<file path="src/hdl/pwm8_pkg.sv">
// Purpose: Shared constants and carriers for the 8-bit width modulator
// Assumes: One counter-array clock, active-low async reset
// Notes:   Cycle length select encodings follow the shared config field
package pwm8_pkg;

    localparam logic [1:0] CYCLE_LEN_8BIT = 2'h0;
    localparam logic [7:0] BYTE_MAX     = 8'hff;
    localparam logic [7:0] BYTE_ZERO    = 8'h00;
    localparam logic [7:0] BYTE_ONE     = 8'h01;

    // Software writes to one channel's compare pair
    typedef struct packed {
        logic       wr_low;
        logic       wr_high;
        logic [7:0] wdata;
    } compare_write_t;

    // Per-channel mode bits
    typedef struct packed {
        logic       width_mod_select;
        logic       match_flag_enable;
    } channel_mode_t;

    // Visible channel state
    typedef struct packed {
        logic       comparator_enable;
        logic [7:0] compare_low_byte;
        logic [7:0] compare_high_byte;
    } channel_state_t;

endpackage

</file>
<file path="src/hdl/pwm8_timebase.sv">
// Purpose: Free-running counter low byte with wrap detection
// Assumes: Advances once per enabled counter-array clock
// Notes:   Wrap pulse marks the step from all ones to zero
`timescale 1ns/1ps
module pwm8_timebase (
    // Clock and reset
    input  wire logic       i_clk_sys,
    input  wire logic       i_arst_n,
    input  wire logic       i_ce,
    // Count control
    input  wire logic       i_run,
    // Counter state
    output logic [7:0]      o_count,
    output logic            o_wrap
);

    always_ff @(posedge i_clk_sys or negedge i_arst_n) begin
        if (!i_arst_n) begin
            o_count <= pwm8_pkg::BYTE_ZERO;
        end else if (i_ce && i_run) begin
            o_count <= o_count + pwm8_pkg::BYTE_ONE;
        end
    end

    always_ff @(posedge i_clk_sys or negedge i_arst_n) begin
        if (!i_arst_n) begin
            o_wrap <= 1'b0;
        end else if (i_ce) begin
            o_wrap <= i_run && (o_count == pwm8_pkg::BYTE_MAX);
        end
    end

endmodule

</file>
<file path="src/hdl/pwm8_channel.sv">
// Purpose: One counter-array channel in 8-bit width modulation mode
// Assumes: Counter low byte produced locally by pwm8_timebase
// Notes:   Other cycle lengths and a cleared select drive the pin low
`timescale 1ns/1ps

// How it works
// - The channel drives its own output pin with a modulated waveform.
// - All modulating channels share the one cycle length select field.
// - Outside the shared-length mode the pin is driven low and only the overflow flag still sets.
// - The pin goes high when the counter low byte equals compare low.
// - The pin goes low when the counter low byte overflows.
// - On the wrap to zero compare low is reloaded from compare high.
// - Mode is on with enable and select set and length select zero.
// - With match flag enable set each match while the pin is low sets the event flag.
// - Each low-byte overflow sets the cycle overflow flag.
// - Writing low clears comparator enable, writing high sets it.
// - High fraction is 256 minus compare high over 256.
// - With comparator enable clear the output stays low.
module pwm8_channel (
    // Clock and reset
    input  wire logic                     i_clk_sys,
    input  wire logic                     i_arst_n,
    input  wire logic                     i_ce,
    // Counter control
    input  wire logic                     i_counter_run,
    // Configuration
    input  wire logic [1:0]               i_cycle_length_select,
    input  wire pwm8_pkg::channel_mode_t  i_mode,
    input  wire pwm8_pkg::compare_write_t i_cmp_wr,
    // Flag clears from software
    input  wire logic                     i_clr_event_flag,
    input  wire logic                     i_clr_overflow_flag,
    // Outputs
    output logic                          o_channel_output_pin,
    output logic                          o_channel_event_flag,
    output logic                          o_cycle_overflow_flag,
    output logic [7:0]                    o_counter_low_byte,
    output pwm8_pkg::channel_state_t      o_state
);

    logic [7:0] counter_low_byte;
    logic       wrap;
    logic       comparator_enable;
    logic [7:0] compare_low_byte;
    logic [7:0] compare_high_byte;
    logic       mode_8bit;
    logic       match;
    logic       overflow;
    logic       next_pin;

    pwm8_timebase u_timebase (
        .i_clk_sys (i_clk_sys),
        .i_arst_n  (i_arst_n),
        .i_ce      (i_ce),
        .i_run     (i_counter_run),
        .o_count   (counter_low_byte),
        .o_wrap    (wrap)
    );

    // Shared length field gates every modulating channel alike
    assign mode_8bit = comparator_enable && i_mode.width_mod_select
        && (i_cycle_length_select == pwm8_pkg::CYCLE_LEN_8BIT);

    // Match is sampled only while counting so a halted counter holds the pin
    assign match = mode_8bit && i_counter_run
        && (counter_low_byte == compare_low_byte);
    assign overflow = wrap;

    // Overflow is the step to zero; a compare of zero then matches at once,
    // so the pin stays high for the full cycle
    always_comb begin
        next_pin = o_channel_output_pin;
        if (!mode_8bit) begin
            next_pin = 1'b0;
        end else if (match) begin
            next_pin = 1'b1;
        end else if (overflow) begin
            next_pin = 1'b0;
        end
    end

    always_ff @(posedge i_clk_sys or negedge i_arst_n) begin
        if (!i_arst_n) begin
            o_channel_output_pin <= 1'b0;
        end else if (i_ce) begin
            o_channel_output_pin <= next_pin;
        end
    end

    // Compare pair and enable; a low write wins over the wrap reload
    always_ff @(posedge i_clk_sys or negedge i_arst_n) begin
        if (!i_arst_n) begin
            compare_low_byte  <= pwm8_pkg::BYTE_ZERO;
            compare_high_byte <= pwm8_pkg::BYTE_ZERO;
            comparator_enable <= 1'b0;
        end else if (i_ce) begin
            if (i_cmp_wr.wr_low) begin
                compare_low_byte  <= i_cmp_wr.wdata;
                comparator_enable <= 1'b0;
            end else if (wrap && mode_8bit) begin
                compare_low_byte  <= compare_high_byte;
            end
            if (i_cmp_wr.wr_high) begin
                compare_high_byte <= i_cmp_wr.wdata;
                comparator_enable <= 1'b1;
            end
        end
    end

    // Set wins over a same-cycle clear
    always_ff @(posedge i_clk_sys or negedge i_arst_n) begin
        if (!i_arst_n) begin
            o_channel_event_flag <= 1'b0;
        end else if (i_ce) begin
            if (match && !o_channel_output_pin
                && i_mode.match_flag_enable) begin
                o_channel_event_flag <= 1'b1;
            end else if (i_clr_event_flag) begin
                o_channel_event_flag <= 1'b0;
            end
        end
    end

    always_ff @(posedge i_clk_sys or negedge i_arst_n) begin
        if (!i_arst_n) begin
            o_cycle_overflow_flag <= 1'b0;
        end else if (i_ce) begin
            if (overflow) begin
                o_cycle_overflow_flag <= 1'b1;
            end else if (i_clr_overflow_flag) begin
                o_cycle_overflow_flag <= 1'b0;
            end
        end
    end

    assign o_counter_low_byte = counter_low_byte;
    assign o_state = '{comparator_enable: comparator_enable,
                       compare_low_byte:  compare_low_byte,
                       compare_high_byte: compare_high_byte};

endmodule

</file>
<file path="config.mk">
export PLATFORM = sky130hd
export DESIGN_NAME = pwm8_channel
export DESIGN_NICKNAME = d
export VERILOG_FILES = /design/src/hdl/pwm8_pkg.sv /design/src/hdl/pwm8_timebase.sv /design/src/hdl/pwm8_channel.sv
export SDC_FILE = /design/constraint.sdc
export NUM_CORES = 1
export LEC_CHECK = 0
export BUFFER_PORTS_ARGS = -buffer_cell sky130_fd_sc_hd__buf_4
export CAP_MARGIN = 20
export CORE_MARGIN = 1.5
export CORE_UTILIZATION = 44
export CTS_CLUSTER_DIAMETER = 80
export CTS_CLUSTER_SIZE = 8
export DETAILED_ROUTE_END_ITERATION = 10
export MAX_ROUTING_LAYER = met4
export PLACE_DENSITY = 0.74
export SYNTH_ARGS = -nofsm -noshare
export SYNTH_HDL_FRONTEND = slang
export SYNTH_SLANG_ARGS = --single-unit
</file>
<file path="constraint.sdc">
create_clock -name i_clk_sys -period 1.29 [get_ports i_clk_sys]
set_input_delay 0.1935 -clock i_clk_sys [delete_from_list [all_inputs] [get_ports i_clk_sys]]
set_output_delay 0.1935 -clock i_clk_sys [all_outputs]
set_load 0.02 [all_outputs]
</file>
==> summary.md <==
| Metric | Value |
|---|---|
| Peak VDD IR | `approximately 0.0011 V` |
| Pwr dens | `1640 nW/um2` |
| Largest net degree at the start of global routing | `30` |
| Clk pin slew, worst setup/hold paths | `roughly 0.09 ns` |
| Startpoint Class | `flop` |
| Most used DFF post-synth | `dfrtp_1` |
| Final GP Congestion | `between 0.7 and 0.8` |
| Finished Layout Cells | `206` |
| Critical path depth | `4` |
| Largest area contributor in the synthesized netlist | `dfrtp_1` |
| Clock sink count | `29` |
| Std-Cell Rows | `20` |
| Final Hold Vio Count | `0` |
| CP Data Required Time | `~1.1 ns` |
| Die footprint | `~3500 um2` |
| PnR worst setup slack | `-0.0929 ns` |
| Final nets | `roughly 190` |
| Top cell type's share of synthesized area | `52.7%` |
| Register area share after synthesis | `between 50% and 60%` |
| Cells along the critical path | `buf_4 -> buf_6 -> buf_6 -> buf_6` |
| Number of fill cells | `around 240` |
| Mean Syn Cell Area | `about 13 um2` |
| Area Overhead vs Synth | `46.5%` |
| Violations in the final reports | `negative setup slack` |
| Max-Cap Viols | `0` |
| Core area | `roughly 3000 um2` |
| Outcome | `finished, violations left` |
| Die width | `a little under 60 um` |
| Layout cell share with drive strength beyond 1 | `60.1%` |
| H-Tree Depth | `2` |
| Reg2Reg Depth | `5` |
| Async S/R FF share, synth | `100%` |
| Minimum clock period | `about 1.4 ns` |
| Sw Share | `35.3%` |
| Drt drc | `0` |
| Drt initial violations | `24` |
| NetSw | `1.17 mW` |
| End of the critical path | `o_state[16]` |
| Post-Syn Nets | `around 130` |
| Fmax | `between 700 and 800 MHz` |
| Number of global-route vias before repair | `roughly 1,100` |
| Post-synth EDFFs | `0` |
| Cell-internal power | `around 2.1 mW` |
| CP Class | `reg -> out` |
| CP Buf/Inv Count | `4` |
| Commonest cells in the netlist | `29 x dfrtp_1, 25 x mux2_2, 13 x nand2_1` |
| Post-synthesis register bit count | `29` |
| Critical Path Source | `comparator_enable` |
| Hold WS | `between 0.09 and 0.1 ns` |
| Initial antenna violation count | `0` |
| Ys Warns | `0` |
| Placed Cells | `192` |
| CTS tree | `yes` |
| Antenna violation net count after detailed routing | `0` |
| Slowest stage delay, CP | `about 0.40 ns` |
| Worst path top cell family by delay | `buffers and inverters` |
| Initial Util | `45.9%` |
| Mapped Cells | `around 110` |
| RSZ-0062 raised after global routing | `yes` |
| First-pass GRT wire length | `a little under 5000 um` |
| # port buffers | `47` |
| Clk Latency, worst-skew pair | `0.33 ns` |
| Actual slew at the worst max-slew pin | `roughly 0.37 ns` |
| Total gr overflow | `0` |
| CP max stage cell | `dfrtp_1` |
| # IOs | `48` |
| Arrival time at the worst endpoint | `roughly 1.2 ns` |
| Flop pwr share | `about two fifths` |
| Total Routing Usage GR | `between 15 and 20%` |
| Clock Root Buffer | `clkbuf_4` |
| Vias per std cell | `slightly above 5` |
| Via count | `1,048` |
| CP Max Fanout | `2` |
| Cell variety after synth | `23` |
| Post-DP HPWL | `~2100 um` |
| Max-slew violations | `0` |
| Most Frequent Cell on Critical Path | `buf_6` |
| Hold crit path type | `in -> reg` |
| Most common cell in the netlist | `dfrtp_1` |
| Combinational power share | `between 40% and 50%` |
| Post-route clock period utilization | `107%` |
| P_leak | `0.998 nW` |
| Setup violators final | `9` |
| Total wire length | `slightly above 3000 um` |
| Mapped Area | `approximately 1400 um2` |
| Number of antenna diodes | `0` |
| Clk pwr share | `19.2%` |
| DIE HEIGHT | `about 60 um` |
| WL/cell | `14.9 um` |
| Reg2Reg Setup Slack | `-0.09 ns` |
| Synth top area cells | `dfrtp_1 53%, mux2_2 20%, xor2_1 6.4%` |
| Crit. End Element | `output pin` |
| CTS max path bufs | `2` |
| Clk_skew | `0.00769 ns` |
| 1st-pass router iterations | `2` |
| Reg-to-reg endpoint | `compare_low_byte[5]` |
| R2r startpoint | `comparator_enable` |
| Relative slew slack | `between 70% and 80%` |
| CTS Buf Count | `5` |
[state kept, by name, indices dropped and copies added, names as in the netlist]
register               count
u_timebase.o_wrap          1
o_cycle_overflow_flag      1
o_channel_output_pin       1
compare_low_byte           8
comparator_enable          1
u_timebase.o_count         8
o_channel_event_flag       1
compare_high_byte          8
[cell type report]
type	instances	area [um2]	share of cell area, %
Sequential cell	29	728	36.1
Inverter	1	3.75	0.186
Clock inverter	1	5.00	0.248
Tap cell	33	41.3	2.05
Clock buffer	7	65.1	3.22
Multi-Input combinational cell	72	664	32.9
Timing Repair Buffer	63	510	25.3
[cells in the final DEF, fill, tap and decap left out, drive strengths merged]
cell	instances
and3	1
a22o	1
xnor2	5
dlygate4sd3	1
clkinv	1
ha	1
nand2b	1
o22ai	1
o21a	1
nor2	3
and2	1
xor2	10
inv	1
nor4	2
nand4	4
o21ai	2
dfrtp	29
nand2	13
buf	62
nand4bb	1
mux2	25
clkbuf	7
[logic make-up after synthesis]
| family | after synthesis | synth area share [%] |
|---|---|---|
| compound gates | 5 | 2.36 |
| xor+xnor | 15 | 9.54 |
| fa+ha+maj | 1 | 0.908 |
| buf+inv | 7 | 3.36 |
| flops | 29 | 52.7 |
| mux | 25 | 20.4 |
| simple gates | 26 | 10.7 |
[worst min-delay path by stage]
| stage | from | to | slack, ns | depth (start not counted) |
|---|---|---|---|---|
| 6_report | i_cmp_wr[6] | compare_high_byte[6] | 0.09 | 2 |
| 5_1_grt | i_cmp_wr[2] | compare_high_byte[2] | 0.09 | 2 |
| 4_1_cts | i_cmp_wr[2] | compare_high_byte[2] | 0.08 | 2 |
| 3_5_place_dp | i_arst_n | compare_high_byte[3] | 0.14 | 1 |
| 3_3_place_gp | i_arst_n | compare_high_byte[3] | 0.13 | 1 |
| 2_1_floorplan | i_arst_n | comparator_enable | -0.10 | 0 |
[repair_timing]
| item | in CTS | in global routing |
|---|---|---|
| buffers inserted | 2 | 4 |
| hold endpoints to repair | 29 | 0 |
| pin swaps | 5 | 6 |
| setup endpoints to repair | 9 | 14 |
| hold buffers | 1 | 0 |
| gates resized for setup | 10 | 10 |
[power by group through the flow]
stage	Combinational (mW)	Clock (mW)	Sequential [mW]
global placement	1.18	0	1.29
CTS	1.28	0.653	1.28
detailed placement	1.21	0	1.30
finish	1.36	0.636	1.31
global route	1.44	0.679	1.34
floorplan	0.410	0	1.53
[stage by stage]
| stage | setup slack (ns) | total power [mW] | instance area [um2] | setup TNS [ns] | utilization (%) |
|---|---|---|---|---|---|
| 2_1_floorplan | 0.0135 | 1.94 | 1380 | 0 | - |
| 5_1_grt | -0.180 | 3.46 | 2020 | -1.53 | 67.2 |
| 3_3_place_gp | -0.0423 | 2.47 | 1820 | -0.357 | 60.5 |
| 3_5_place_dp | -0.0631 | 2.51 | 1820 | -0.475 | 60.5 |
| 6_report | -0.0929 | 3.30 | 2020 | -0.771 | 67.2 |
| 4_1_cts | -0.0388 | 3.21 | 1950 | -0.265 | 65.0 |
[per-layer routing]
metal	part of all wire [%]	GRT usage, %
met5	0	-
met4	1.6	9.74
met3	4.7	4.62
met2	51	31.9
met1	43	23.0
(Power assumes the default switching activity.)
